File: src/rtl/ias_consts.svh
// Constants of the two-wire register access slave: addresses, fields, resets, timing
`ifndef IAS_CONSTS_SVH
`define IAS_CONSTS_SVH
// Bus address, seven bits, direction bit appended below it
`define IAS_SLAVE_ADDR 7'h58
// Register indices
`define IAS_REG_STR1 4'h0
`define IAS_REG_STR2 4'h1
`define IAS_REG_STR3 4'h2
`define IAS_REG_STR4 4'h3
`define IAS_REG_VREG 4'h4
`define IAS_REG_DRN1 4'h5
`define IAS_REG_DRN2 4'h6
`define IAS_REG_DRN3 4'h7
`define IAS_REG_DRN4 4'h8
`define IAS_REG_VOUT 4'h9
`define IAS_REG_FAULT 4'ha
`define IAS_REG_HOLD 4'hb
`define IAS_REG_REV 4'hc
`define IAS_REG_LAST 4'hc
// Field positions
`define IAS_FLT_OV_BIT 0
`define IAS_FLT_SHORT_LSB 2
`define IAS_HOLD_BIT 0
`define IAS_ADC_TMO_BIT 7
// Converter channel codes
`define IAS_ADC_CH_VOUT 3'h4
// Reset values
`define IAS_RST7 7'h00
`define IAS_RST8 8'h00
`define IAS_RST6 6'h00
// Revision code, value is arbitrary
`define IAS_REVISION 3'h1
// Spike filter: least stable time in ns, clock in MHz, cycles rounded up
`define IAS_MCLK_MHZ 40
`define IAS_SPIKE_NS 50
`define IAS_FILT_CYC ((`IAS_SPIKE_NS * `IAS_MCLK_MHZ + 999) / 1000)
`endif

File: src/rtl/ias_pkg.sv
// Types of the two-wire register access slave
package ias_pkg;
  // Protocol states, Gray coded along the usual path
  typedef enum logic [3:0] {
    IAS_IDLE = 4'h0,
    IAS_ADDR = 4'h1,
    IAS_ADDR_ACK = 4'h3,
    IAS_CMD = 4'h2,
    IAS_CMD_ACK = 4'h6,
    IAS_WR = 4'h7,
    IAS_WR_ACK = 4'h5,
    IAS_RD = 4'h4,
    IAS_RD_ACK = 4'hc
  } ias_state_t;
  typedef logic [3:0] ias_ptr_t;
endpackage

File: src/rtl/ias_line_filter.sv
// Two-flop synchroniser and spike filter for one bus line
`timescale 1ns/100ps
`include "ias_consts.svh"
module ias_line_filter (
  // Clock and reset
  input wire logic mclk,
  input wire logic rst,
  // Raw line and filtered level
  input wire logic line_in,
  output logic line_filt
);
  localparam logic [3:0] FILT_M1 = 4'(`IAS_FILT_CYC - 1);
  logic sync1, sync2;
  logic [3:0] cnt, next_cnt;
  logic next_filt;

  // Level follows only after it stood for the filter time
  always_comb begin
    next_cnt = cnt;
    next_filt = line_filt;
    if (sync2 == line_filt) begin
      next_cnt = 4'h0;
    end else if (cnt == FILT_M1) begin
      next_filt = sync2; // RULE15
      next_cnt = 4'h0;
    end else begin
      next_cnt = cnt + 4'h1;
    end
  end

  // Synchroniser and filter registers, idle bus is high
  always_ff @(posedge mclk or posedge rst) begin
    if (rst) begin
      sync1 <= 1'b1;
      sync2 <= 1'b1;
      cnt <= 4'h0;
      line_filt <= 1'b1;
    end else begin
      sync1 <= line_in; // RULE26
      sync2 <= sync1;
      cnt <= next_cnt;
      line_filt <= next_filt;
    end
  end
endmodule

File: src/rtl/ias_slave.sv
// Two-wire register access slave of the LED driver with its register file
// Behaviour
// RULE1 - Answer only when the seven address bits after START equal 58h.
// RULE2 - Address byte B1h means read, B0h means write; low bit is direction.
// RULE3 - Slave only; the master makes every clock and starts every transfer.
// RULE4 - Hold data low through the ninth clock after a matching address.
// RULE5 - Master makes START and STOP by data edges while clock is high.
// RULE6 - Bytes move most significant bit first, one bit per clock.
// RULE7 - Data changes only while clock is low; change in high is START/STOP.
// RULE8 - Receiver pulls data low on ninth clock; high there is not-acknowledge.
// RULE9 - Write: START, address write, command, data bytes, each acked, STOP.
// RULE10 - Command byte is the register address; invalid one gets not-acknowledge.
// RULE11 - Written byte goes to pointed register; pointer advances, wraps.
// RULE12 - Read: command written, repeated START, address read, master acks.
// RULE13 - Read sends pointed register; pointer advances after each byte, wraps.
// RULE14 - When busy or out of map, no ack and pointer stays unchanged.
// RULE15 - Clock and data inputs filtered against short spikes.
// RULE16 - Each drain channel register: seven result bits plus timeout bit.
// RULE17 - Drain conversions arrive in sequence, each into its own register.
// RULE18 - Regulator output lowered only, through a seven-bit setting.
// RULE19 - String setting lowers sink reference from 316mV by 1.72mV steps.
// RULE20 - Shorted string and overvoltage faults recorded in fault register.
// RULE21 - Writing one to the standby register enters standby.
// RULE22 - Standby is bit 0 of 0Bh; one enters standby, zero leaves.
// RULE23 - Fault register: bit 0 overvoltage, bits 2-5 shorts; cleared by read.
// RULE24 - Regulator reference is 1.25V minus 2.91mV per setting step.
// RULE25 - Map ends at revision register 0Ch; pointer wraps after it.
// RULE26 - Lines sampled into the clock domain before edge and frame detection.
`timescale 1ns/100ps
`include "ias_consts.svh"
module ias_slave (
  // Clock and reset
  input wire logic mclk,
  input wire logic rst,
  // Bus lines, data is open drain
  input wire logic scl_in,
  input wire logic sda_in,
  output logic sda_out,
  output logic sda_oe_n,
  // Device busy, command refused while high
  input wire logic busy,
  // Converter results
  input wire logic adc_load,
  input wire logic [2:0] adc_chan,
  input wire logic [7:0] adc_data,
  // Fault events
  input wire logic reg_overvolt_event,
  input wire logic [3:0] string_short_event,
  // Settings to the analog side
  output logic [6:0] string1_current_setting,
  output logic [6:0] string2_current_setting,
  output logic [6:0] string3_current_setting,
  output logic [6:0] string4_current_setting,
  output logic [6:0] regulator_setting,
  output logic low_power_hold
);
  logic scl_f, sda_f, s_prev, d_prev;
  logic start_c, stop_c, rise, fall;
  ias_pkg::ias_state_t state, next_state;
  logic [3:0] cnt, next_cnt;
  logic [7:0] sh, next_sh, rd_val;
  logic rw, next_rw, mack, next_mack, next_oe_n, rd_clr;
  ias_pkg::ias_ptr_t ptr, next_ptr;
  logic [6:0] cur [0:3];
  logic [6:0] next_cur [0:3];
  logic [6:0] vreg, next_vreg, vout, next_vout;
  logic [7:0] drn [0:3];
  logic [7:0] next_drn [0:3];
  logic [5:0] fault, next_fault, ev_now, ev_prev;
  logic hold, next_hold;

  // Pointer advance with wrap after the last register
  function automatic ias_pkg::ias_ptr_t ptr_inc(input ias_pkg::ias_ptr_t p);
    return (p == `IAS_REG_LAST) ? 4'h0 : p + 4'h1;
  endfunction

  // Command inside the register map
  function automatic logic cmd_ok(input logic [7:0] c);
    return c <= {4'h0, `IAS_REG_LAST};
  endfunction

  // Line filters, synchronised levels only
  ias_line_filter u_scl (
    .mclk(mclk),
    .rst(rst),
    .line_in(scl_in),
    .line_filt(scl_f)
  );
  ias_line_filter u_sda (
    .mclk(mclk),
    .rst(rst),
    .line_in(sda_in),
    .line_filt(sda_f)
  );

  // Frame and clock edge detection on filtered levels
  assign start_c = s_prev & scl_f & d_prev & ~sda_f; // RULE5 RULE26
  assign stop_c = s_prev & scl_f & ~d_prev & sda_f; // RULE5
  assign rise = ~s_prev & scl_f; // RULE3
  assign fall = s_prev & ~scl_f; // RULE7
  assign ev_now = {string_short_event, 1'b0, reg_overvolt_event};

  // Settings driven straight from their registers
  assign string1_current_setting = cur[0]; // RULE19
  assign string2_current_setting = cur[1];
  assign string3_current_setting = cur[2];
  assign string4_current_setting = cur[3];
  assign regulator_setting = vreg; // RULE18 RULE24
  assign low_power_hold = hold; // RULE22

  // Read data of the pointed register
  always_comb begin
    rd_val = 8'h00;
    case (ptr)
      `IAS_REG_STR1, `IAS_REG_STR2, `IAS_REG_STR3, `IAS_REG_STR4: begin
        rd_val = {1'b0, cur[ptr[1:0]]};
      end
      `IAS_REG_VREG: rd_val = {1'b0, vreg};
      `IAS_REG_DRN1: rd_val = drn[0]; // RULE16
      `IAS_REG_DRN2: rd_val = drn[1];
      `IAS_REG_DRN3: rd_val = drn[2];
      `IAS_REG_DRN4: rd_val = drn[3];
      `IAS_REG_VOUT: rd_val = {1'b0, vout};
      `IAS_REG_FAULT: rd_val = {2'b00, fault}; // RULE23
      `IAS_REG_HOLD: rd_val = {7'h00, hold};
      `IAS_REG_REV: rd_val = {5'h00, `IAS_REVISION}; // RULE25
      default: rd_val = 8'h00;
    endcase
  end

  // Protocol engine, register writes, converter results and faults
  always_comb begin
    next_state = state;
    next_cnt = cnt;
    next_sh = sh;
    next_rw = rw;
    next_mack = mack;
    next_oe_n = sda_oe_n;
    next_ptr = ptr;
    next_cur = cur;
    next_vreg = vreg;
    next_vout = vout;
    next_drn = drn;
    next_hold = hold;
    rd_clr = 1'b0;
    if (stop_c) begin
      next_state = ias_pkg::IAS_IDLE;
      next_oe_n = 1'b1;
    end else if (start_c) begin
      next_state = ias_pkg::IAS_ADDR; // RULE12
      next_cnt = 4'h0;
      next_oe_n = 1'b1;
    end else begin
      unique case (state)
        ias_pkg::IAS_IDLE: ;
        ias_pkg::IAS_ADDR: begin
          if (rise) begin
            next_sh = {sh[6:0], sda_f}; // RULE6
            next_cnt = cnt + 4'h1;
          end else if (fall && cnt == 4'h8) begin
            if (sh[7:1] == `IAS_SLAVE_ADDR) begin // RULE1
              next_rw = sh[0]; // RULE2
              next_oe_n = 1'b0; // RULE4
              next_state = ias_pkg::IAS_ADDR_ACK;
            end else begin
              next_state = ias_pkg::IAS_IDLE;
            end
          end
        end
        ias_pkg::IAS_ADDR_ACK: begin
          if (fall) begin
            next_cnt = 4'h0;
            if (rw) begin
              next_sh = rd_val; // RULE13
              next_oe_n = rd_val[7]; // RULE6
              next_state = ias_pkg::IAS_RD;
            end else begin
              next_oe_n = 1'b1;
              next_state = ias_pkg::IAS_CMD;
            end
          end
        end
        ias_pkg::IAS_CMD: begin
          if (rise) begin
            next_sh = {sh[6:0], sda_f};
            next_cnt = cnt + 4'h1;
          end else if (fall && cnt == 4'h8) begin
            if (cmd_ok(sh) && !busy) begin
              next_ptr = sh[3:0]; // RULE10
              next_oe_n = 1'b0; // RULE8
              next_state = ias_pkg::IAS_CMD_ACK;
            end else begin
              next_oe_n = 1'b1; // RULE14
              next_state = ias_pkg::IAS_IDLE;
            end
          end
        end
        ias_pkg::IAS_CMD_ACK, ias_pkg::IAS_WR_ACK: begin
          if (fall) begin
            next_oe_n = 1'b1;
            next_cnt = 4'h0;
            next_state = ias_pkg::IAS_WR; // RULE9
          end
        end
        ias_pkg::IAS_WR: begin
          if (rise) begin
            next_sh = {sh[6:0], sda_f};
            next_cnt = cnt + 4'h1;
          end else if (fall && cnt == 4'h8) begin
            case (ptr)
              `IAS_REG_STR1, `IAS_REG_STR2, `IAS_REG_STR3, `IAS_REG_STR4: begin
                next_cur[ptr[1:0]] = sh[6:0]; // RULE11 RULE19
              end
              `IAS_REG_VREG: next_vreg = sh[6:0]; // RULE18
              `IAS_REG_HOLD: next_hold = sh[`IAS_HOLD_BIT]; // RULE21 RULE22
              default: ;
            endcase
            next_ptr = ptr_inc(ptr); // RULE11
            next_oe_n = 1'b0;
            next_state = ias_pkg::IAS_WR_ACK;
          end
        end
        ias_pkg::IAS_RD: begin
          if (rise) begin
            next_cnt = cnt + 4'h1;
          end else if (fall) begin
            if (cnt == 4'h8) begin
              next_oe_n = 1'b1;
              next_ptr = ptr_inc(ptr); // RULE13
              rd_clr = (ptr == `IAS_REG_FAULT); // RULE23
              next_state = ias_pkg::IAS_RD_ACK;
            end else begin
              next_sh = {sh[6:0], 1'b0};
              next_oe_n = sh[6]; // RULE6 RULE7
            end
          end
        end
        ias_pkg::IAS_RD_ACK: begin
          if (rise) begin
            next_mack = ~sda_f; // RULE8
          end else if (fall) begin
            if (mack) begin
              next_sh = rd_val;
              next_oe_n = rd_val[7];
              next_cnt = 4'h0;
              next_state = ias_pkg::IAS_RD;
            end else begin
              next_state = ias_pkg::IAS_IDLE;
            end
          end
        end
        default: begin
          next_state = ias_pkg::IAS_IDLE;
          next_oe_n = 1'b1;
        end
      endcase
    end
    // Converter results, ignored in standby
    if (adc_load && !hold) begin
      if (adc_chan == `IAS_ADC_CH_VOUT) begin
        next_vout = adc_data[6:0];
      end else if (adc_chan < `IAS_ADC_CH_VOUT) begin
        next_drn[adc_chan[1:0]] = adc_data; // RULE16 RULE17
      end
    end
    // Faults: cleared by a read or by entering standby, set wins
    next_fault = (rd_clr || (next_hold && !hold)) ? `IAS_RST6 : fault;
    next_fault = next_fault | (ev_now & ev_prev & {6{~hold}}); // RULE20 RULE23
  end

  // State and register file registers
  always_ff @(posedge mclk or posedge rst) begin
    if (rst) begin
      s_prev <= 1'b1;
      d_prev <= 1'b1;
      state <= ias_pkg::IAS_IDLE;
      cnt <= 4'h0;
      sh <= `IAS_RST8;
      rw <= 1'b0;
      mack <= 1'b0;
      sda_oe_n <= 1'b1;
      sda_out <= 1'b0;
      ptr <= 4'h0;
      cur <= '{default: `IAS_RST7};
      vreg <= `IAS_RST7;
      vout <= `IAS_RST7;
      drn <= '{default: `IAS_RST8};
      fault <= `IAS_RST6;
      ev_prev <= `IAS_RST6;
      hold <= 1'b0;
    end else begin
      s_prev <= scl_f;
      d_prev <= sda_f;
      state <= next_state;
      cnt <= next_cnt;
      sh <= next_sh;
      rw <= next_rw;
      mack <= next_mack;
      sda_oe_n <= next_oe_n;
      sda_out <= 1'b0;
      ptr <= next_ptr;
      cur <= next_cur;
      vreg <= next_vreg;
      vout <= next_vout;
      drn <= next_drn;
      fault <= next_fault;
      ev_prev <= ev_now;
      hold <= next_hold;
    end
  end
endmodule

File: config.mk
export PLATFORM = sky130hd
export DESIGN_NAME = ias_slave
export DESIGN_NICKNAME = d
export VERILOG_FILES = /design/src/rtl/ias_pkg.sv /design/src/rtl/ias_line_filter.sv /design/src/rtl/ias_slave.sv
export VERILOG_INCLUDE_DIRS = /design/src /design/src/rtl
export SDC_FILE = /design/constraint.sdc
export NUM_CORES = 1
export LEC_CHECK = 0
export CAP_MARGIN = 40
export CORE_ASPECT_RATIO = 1.4
export CORE_MARGIN = 5
export CORE_UTILIZATION = 56
export DETAILED_ROUTE_END_ITERATION = 16
export DONT_BUFFER_PORTS = 1
export GPL_TIMING_DRIVEN = 0
export PLACE_DENSITY_LB_ADDON = 0.05
export SLEW_MARGIN = 20
export SYNTH_ARGS = -nofsm -noshare
export SYNTH_HDL_FRONTEND = slang
export SYNTH_SLANG_ARGS = --single-unit
File: constraint.sdc
create_clock -name mclk -period 3.7 [get_ports mclk]
set_input_delay 0.37 -clock mclk [delete_from_list [all_inputs] [get_ports mclk]]
set_output_delay 0.37 -clock mclk [all_outputs]
set_load 0.005 [all_outputs]
==> impl_metrics.toml, run 1 <==
[synth]
synthCells = 543
synthArstFlopShare_pct = 100
yosys.cell_count.top_type = "dfrtp_1"
synth.top_cells.by_area = "dfrtp_1 (46%), mux2_2 (14%), dfstp_2 (3.8%), mux4_2 (2.5%), nand2_1 (2.1%)"
synthDominantAreaCellType = "dfrtp_1"
post_synthesis_net_count = 575
ys_types = 70
yosysWarnings = 0
post_synth_instance_area_mm2 = 0.00627
synth_enable_flop_cells = 0
synth_common_cells = "dfrtp_1 (115), mux2_2 (79), nand2_1 (35)"
syn_area_per_cell_um2 = 11.5
synth_largest_type_area_fraction_pct = 45.9
dominantRegCellSynth = "dfrtp_1"
ys_seq_area_share_pct = 49.7
synth-seq-cells = 124

[hold_path]
min_path_type = "input port to flop"
whs_path_depth = 2
end_point_of_the_worst_hold_path = "drn[7]$_DFFE_PP0P_"
timing.hold.worst.start = "adc_data[7]"

[detailed_routing]
postRouteWirelength_um = 15900
firstDrtPassIters = 5
dr_vias = 4521
detail-route-antenna-nets = 0
avgViaCountPerCell = 6.24
drt_drc_violations_left = 0
drc_marker_count_from_the_first_detailed_route_iteration = 355
avgRoutedWirePerCell_um = 21.9

[clock_tree]
clk_root_buffer_cell = "clkbuf_16"
cts-buffers-inserted = 17
cts.reportedPaths.clkPinSlew_ns = 0.06
clkSinkCount = 124
cts.htree.levels = 4
worstSkewPairLatency_ns = 0.41
ctsResizeCount = 0
cts_tree = "built"
postCtsHoldBufs = 8
post_cts.repair.setup_buffers = 0
clock_tree.buffer_depth = 2

[sta]
finClkSkew_ns = 0.00938
max_freq_mhz = 325
finalSetupViolations = 0
tightest_slew_ns = 0.803
final_worst_setup_slack_ns = 0.622
final.period_utilization_pct = 83.2
maxSlewViolCount = 0
post-route-min-period_ns = 3.08
report.final.hold_viol_count = 0
timing.max_slew.rel_slack_pct = 46.0
rsz0062_at_grt = "no"
setup_total_negative_slack_ns = 0

[worst_setup_path]
critical-path-top-cell-by-count = "clkbuf_1"
slowest_delay_ns = 0.50
cp_data_required_time_ns = 4.02
worst-endpoint-arrival_ns = 3.39
timing.critical_path.from_type = "flop"
worstPathBufferInverterCount = 5
r2r_slack_ns = 0.62
critical_path_peak_fanout = 10
crit_slowest_cell = "a21oi_1"
timing.critical_path.to_type = "flop"
regToRegEndpoint = "sh[4]$_DFFE_PP0P_"
crit_path_start = "ptr[1]$_DFFE_PP0P_"
launching_point_of_the_worst_reg2reg_path = "ptr[1]$_DFFE_PP0P_"
worst_setup_path_type = "flop to flop"
depth_of_the_worst_register_to_register_path = 9
cpLargestDelayFamily = "buffers and inverters"
list_of_cells_traversed_by_the_critical_path = "clkbuf_1, inv_1, ha_1, clkbuf_1, clkbuf_1, inv_2, a21oi_1, o21ai_0, a32oi_1"

[grt]
grt_use_total_pct = 24.9
grt_most_used_layer = "met2"
gr_layer_usage_met2_pct = 40.5
grt_pass1_vias = 4631
wire_length_of_the_first_global_routing_pass_um = 25600
use_met1_pct = 30.9
grt_start_max_net_pins = 72
antenna_found_initial = 0
overflow = 0
met3_usage_pct = 6.23

[floorplan]
fp.dieH_um = 135
design.die.area_mm2 = 0.0134
ios = 60
dieWidth_um = 99.4
core_area_mm2 = 0.0109
initial_utilization_pct = 57.4
placement_rows = 45

[outcome]
run_status = "finished, final reports clean"

[power_and_ir_drop]
leakagePower_nw = 3.16
power.density_cell_area_mw_per_mm2 = 621
total_power_w = 0.00444
peakVddDrop_v = 0.000412

[placed_design]
hpwlAfterDp_um = 11300
place_ws_ns = 0.681
dp_cells = 685
post_dp_cell_area_mm2 = 0.00647
place.gp.congestion = 0.928
placement.io_buffers = 0

[cells_and_area]
finalNonFillerCells = 725
antenna_cells_inserted = 0
layout.nets = 603
areaGrowthSynthToFinish_pct = 14.2
layout-drive-gt1-share_pct = 25.9
fin_area_mm2 = 0.00715

[run]
maxCapViolCount = 0
==> worst max path at each step <==
stage,endpoint,slack [ns],cells past startpoint
2_1_floorplan,cnt[0]$_DFFE_PP0P_,0.05,1
3_3_place_gp,u_scl.cnt[3]$_DFF_PP0_,-1.14,1
3_5_place_dp,sh[4]$_DFFE_PP0P_,0.68,9
4_1_cts,sh[4]$_DFFE_PP0P_,0.67,9
5_1_grt,sh[3]$_DFFE_PP0P_,0.37,9
6_report,sh[4]$_DFFE_PP0P_,0.62,9
==> power by group <==
part           switching (W)  total, W  internal [W]
Clock               0.000652   0.00168       0.00103
Combinational       0.000618   0.00105      0.000428
Sequential          0.000136   0.00172       0.00158
==> placed cells by master (no fill, tap or decap), types with 4 or more instances in the layout <==
master	n
dfrtp_1	115
mux2_2	79
nand2_1	35
nor2_1	31
clkbuf_1	22
o21ai_0	21
inv_1	18
a21oi_1	17
clkbuf_16	17
a22oi_1	11
ha_1	10
nand2b_1	9
nor3_1	9
nand3_1	9
dfstp_2	9
a211oi_1	8
dlygate4sd3_1	8
nand3b_1	7
o22ai_1	7
mux4_2	7
nor2b_1	6
buf_2	6
a22o_1	6
buf_4	5
xor2_1	5
a31oi_1	5
a221oi_1	5
a32oi_1	5
inv_6	5
a222oi_1	4
and2_1	4
mux2_4	4
clkinvlp_4	4
==> through the flow <==
step                      hold WS (ns)  util [%]
final                           0.0930      65.5
after detailed placement         0.319      59.3
after global routing            0.0895      65.5
after floorplan                  0.345         -
after global placement           0.348      59.0
after CTS                       0.0844      65.5
==> metal layers <==
metal	vias up	wire, um
li1	2063	-
met3	38	987
met2	163	7950
met1	2257	6340
met4	0	600
met5	-	0
==> area by class of cell <==
class / count / area [um2]
inverter: 20 / 80.1
timing repair buffer: 9 / 108
fill: 879 / 3770
tap: 141 / 176
multi-input combinational: 365 / 2920
clock buffer: 19 / 443
sequential: 124 / 3110
clock inverter: 13 / 156
buffer: 34 / 161
==> cells by family after synthesis <==
| logic type | synth area share, % |
|---|---|
| other cells | 0.0598 |
| compound gates | 12.8 |
| fa+ha+maj | 2.16 |
| mux | 18.2 |
| buf+inv | 3.77 |
| flops | 49.7 |
| simple gates | 11.6 |
| xor+xnor | 1.74 |
==> flip-flops by register name (all words and copies together) (netlist names), 5 cells and up <==
signal / cells
drn: 32
ev_prev: 5
fault: 5
regulator_setting: 7
sh: 8
string1_current_setting: 7
string2_current_setting: 7
string3_current_setting: 7
string4_current_setting: 7
vout: 7
==> worst reg2reg max path: stages, from the launching register on <==
cell,delay (ns)
dfrtp_1,0.40
clkbuf_1,0.29
inv_1,0.22
ha_1,0.16
clkbuf_1,0.31
clkbuf_1,0.46
inv_2,0.15
a21oi_1,0.50
o21ai_0,0.23
a32oi_1,0.26
Power figures use the tool's default switching activity.
==> run 2: changes to the inputs <==
clock period = 2.95 ns   (was 3.7 ns; I/O delays follow)
==> run 2 against run 1 <==
  * Final cell count grew 0.41%
  * Critical path depth is the same
  * Sequential power grew 25%
  * Sequential share of layout area shrank 0.28 points
  * Via count shrank 0.38%
  * Clock-buffer cell count is the same
  * Clock power grew 21%
  * Design area grew 0.65%
  * Global-route usage grew 1.0 points
==> impl_metrics.toml, run 2 (synthesis results as in run 1) <==
[cells_and_area]
flip_flop_count_of_the_largest_register_after_layout = 32
areaGrowthSynthToFinish_pct = 14.9
max_flop_register = "drn"
layout.nets = 606
fin_util_pct = 65.9
reg_top3 = "drn x32, sh x8"
layout-drive-gt1-share_pct = 26.6
layout_commonest_cell = "dfrtp_1"
most-common-layout-cells = "dfrtp_1 (115), mux2_2 (79), nand2_1 (35)"
antenna_cells_inserted = 0

[detailed_routing]
detail-route-antenna-nets = 0
firstDrtPassIters = 5
drt_drc_violations_left = 0
postRouteWirelength_um = 16400
drc_marker_count_from_the_first_detailed_route_iteration = 285
avgRoutedWirePerCell_um = 22.5
avgViaCountPerCell = 6.19
dr_vias = 4504

[placed_design]
hpwlAfterDp_um = 11900
place.gp.congestion = 0.961
placement.io_buffers = 0
place_ws_ns = -0.0359

[worst_setup_path]
list_of_cells_traversed_by_the_critical_path = "clkbuf_2, inv_1, ha_1, clkbuf_1, a222oi_1, o32a_1, o22ai_1, nor3_1, a31oi_1"
worst-endpoint-arrival_ns = 3.21
crit_slowest_cell = "a222oi_1"
worstPathBufferInverterCount = 3
timing.critical_path.from_type = "flop"
cp_data_required_time_ns = 3.27
worst_setup_path_type = "flop to flop"
critical_path_peak_fanout = 10
timing.critical_path.to_type = "flop"
cpLargestDelayFamily = "compound AO/OA/AOI/OAI gates"
slowest_delay_ns = 0.51

[sta]
tightest_slew_ns = 0.883
max_freq_mhz = 346
rsz0062_at_grt = "no"
post-route-min-period_ns = 2.89
report.final.hold_viol_count = 0
finalSetupViolations = 0
timing.max_slew.rel_slack_pct = 40.3
final.period_utilization_pct = 97.9
final_worst_setup_slack_ns = 0.0630
finClkSkew_ns = 0.0111
maxSlewViolCount = 0

[power_and_ir_drop]
leakagePower_nw = 3.19
power.density_cell_area_mw_per_mm2 = 767
peakVddDrop_v = 0.000474

[grt]
overflow = 0
grt_start_max_net_pins = 36
antenna_found_initial = 0
grt_pass1_vias = 4828
wire_length_of_the_first_global_routing_pass_um = 26700
grt_use_total_pct = 25.9

[floorplan]
dieWidth_um = 99.4
placement_rows = 45
initial_utilization_pct = 57.4
core_area_mm2 = 0.0109
design.die.area_mm2 = 0.0134
fp.dieH_um = 135
ios = 60

[clock_tree]
cts.reportedPaths.clkPinSlew_ns = 0.06
clock_tree.buffer_depth = 2
cts.htree.levels = 4
post_cts.repair.setup_buffers = 0
cts-buffers-inserted = 17
worstSkewPairLatency_ns = 0.41
clkSinkCount = 124
clk_root_buffer_cell = "clkbuf_16"
cts_tree = "built"

[run]
maxCapViolCount = 0

[hold_path]
min_path_type = "input port to flop"

[outcome]
run_status = "finished, final reports clean"
## run 2: changes by cell type in the layout (fill, tap and decap cells not counted), sizes merged
cell	previous run	this run
inv	26	23
clkinvlp	4	5
buf	14	16
clkinv	1	3
clkbuf	40	41
## run 2: report_power, final
part / internal (W) / switching (W)
Sequential: 0.00198 / 0.000172
Clock: 0.00125 / 0.000795
Combinational: 0.000547 / 0.000777
Total: 0.00378 / 0.00174
## run 2: per-stage QoR
step | setup TNS [ns] | total power (W) | hold WS [ns] | std cells | cell area [um2]
after floorplan | 0 | 0.00312 | 0.299 | 543 | 6270
after global placement | -0.0911 | 0.00343 | 0.300 | 684 | 6450
after detailed placement | -0.0359 | 0.00348 | 0.260 | 688 | 6540
after CTS | 0 | 0.00554 | 0.0122 | 728 | 7200
after global routing | 0 | 0.00580 | 0.0130 | 728 | 7200
final | 0 | 0.00552 | 0.0266 | 728 | 7200
## run 2: worst reg2reg max path: cells and delay by family (launching register included)
kind,cells,cell delay [ns]
AND/OR/NAND/NOR,1,0.27
buffers and inverters,3,0.77
adder cells (fa/ha/maj),1,0.28
AO/OA/AOI/OAI,4,1.11
flip-flops,1,0.36
## run 2: path summary, 6_finish.rpt
check | startpoint | to | slack, ns | depth (start not counted)
setup / recovery | ptr[1]$_DFFE_PP0P_ | sda_oe_n$_DFFE_PP1P_ | 0.06 | 9
hold / removal | adc_data[7] | drn[7]$_DFFE_PP0P_ | 0.03 | 2
setup reg to reg | ptr[1]$_DFFE_PP0P_ | sda_oe_n$_DFFE_PP1P_ | 0.06 | 9
hold reg to reg | u_scl.sync1$_DFF_PP1_ | u_scl.sync2$_DFF_PP1_ | 0.36 | 0
max in group asynchronous | rst | u_scl.sync1$_DFF_PP1_ | 1.70 | 4
min in group asynchronous | rst | string4_current_setting[3]$_DFFE_PP0P_ | 0.42 | 2
## run 2: repair_timing
item | 4_1_cts | 5_1_grt
endpoints found under the setup margin | 4 | 6
hold buffers | 8 | 0
hold endpoints to repair | 26 | 0
resized for setup | 1 | 5
## run 2: final cells by class
type | count | area, um2
Inverter | 20 | 78.8
Multi-Input combinational cell | 365 | 2920
Sequential cell | 124 | 3110
Clock buffer | 19 | 433
Timing Repair Buffer | 12 | 175
Fill cell | 889 | 3720
Clock inverter | 13 | 140
Buffer | 34 | 168
Tap cell | 141 | 176
## run 2: per-layer routing
metal / track usage (%) / wire length (um)
met1: 31.5 / 6700
met2: 44.2 / 8530
met3: 5.98 / 682
met4: 10.4 / 486
met5: 0 / 0
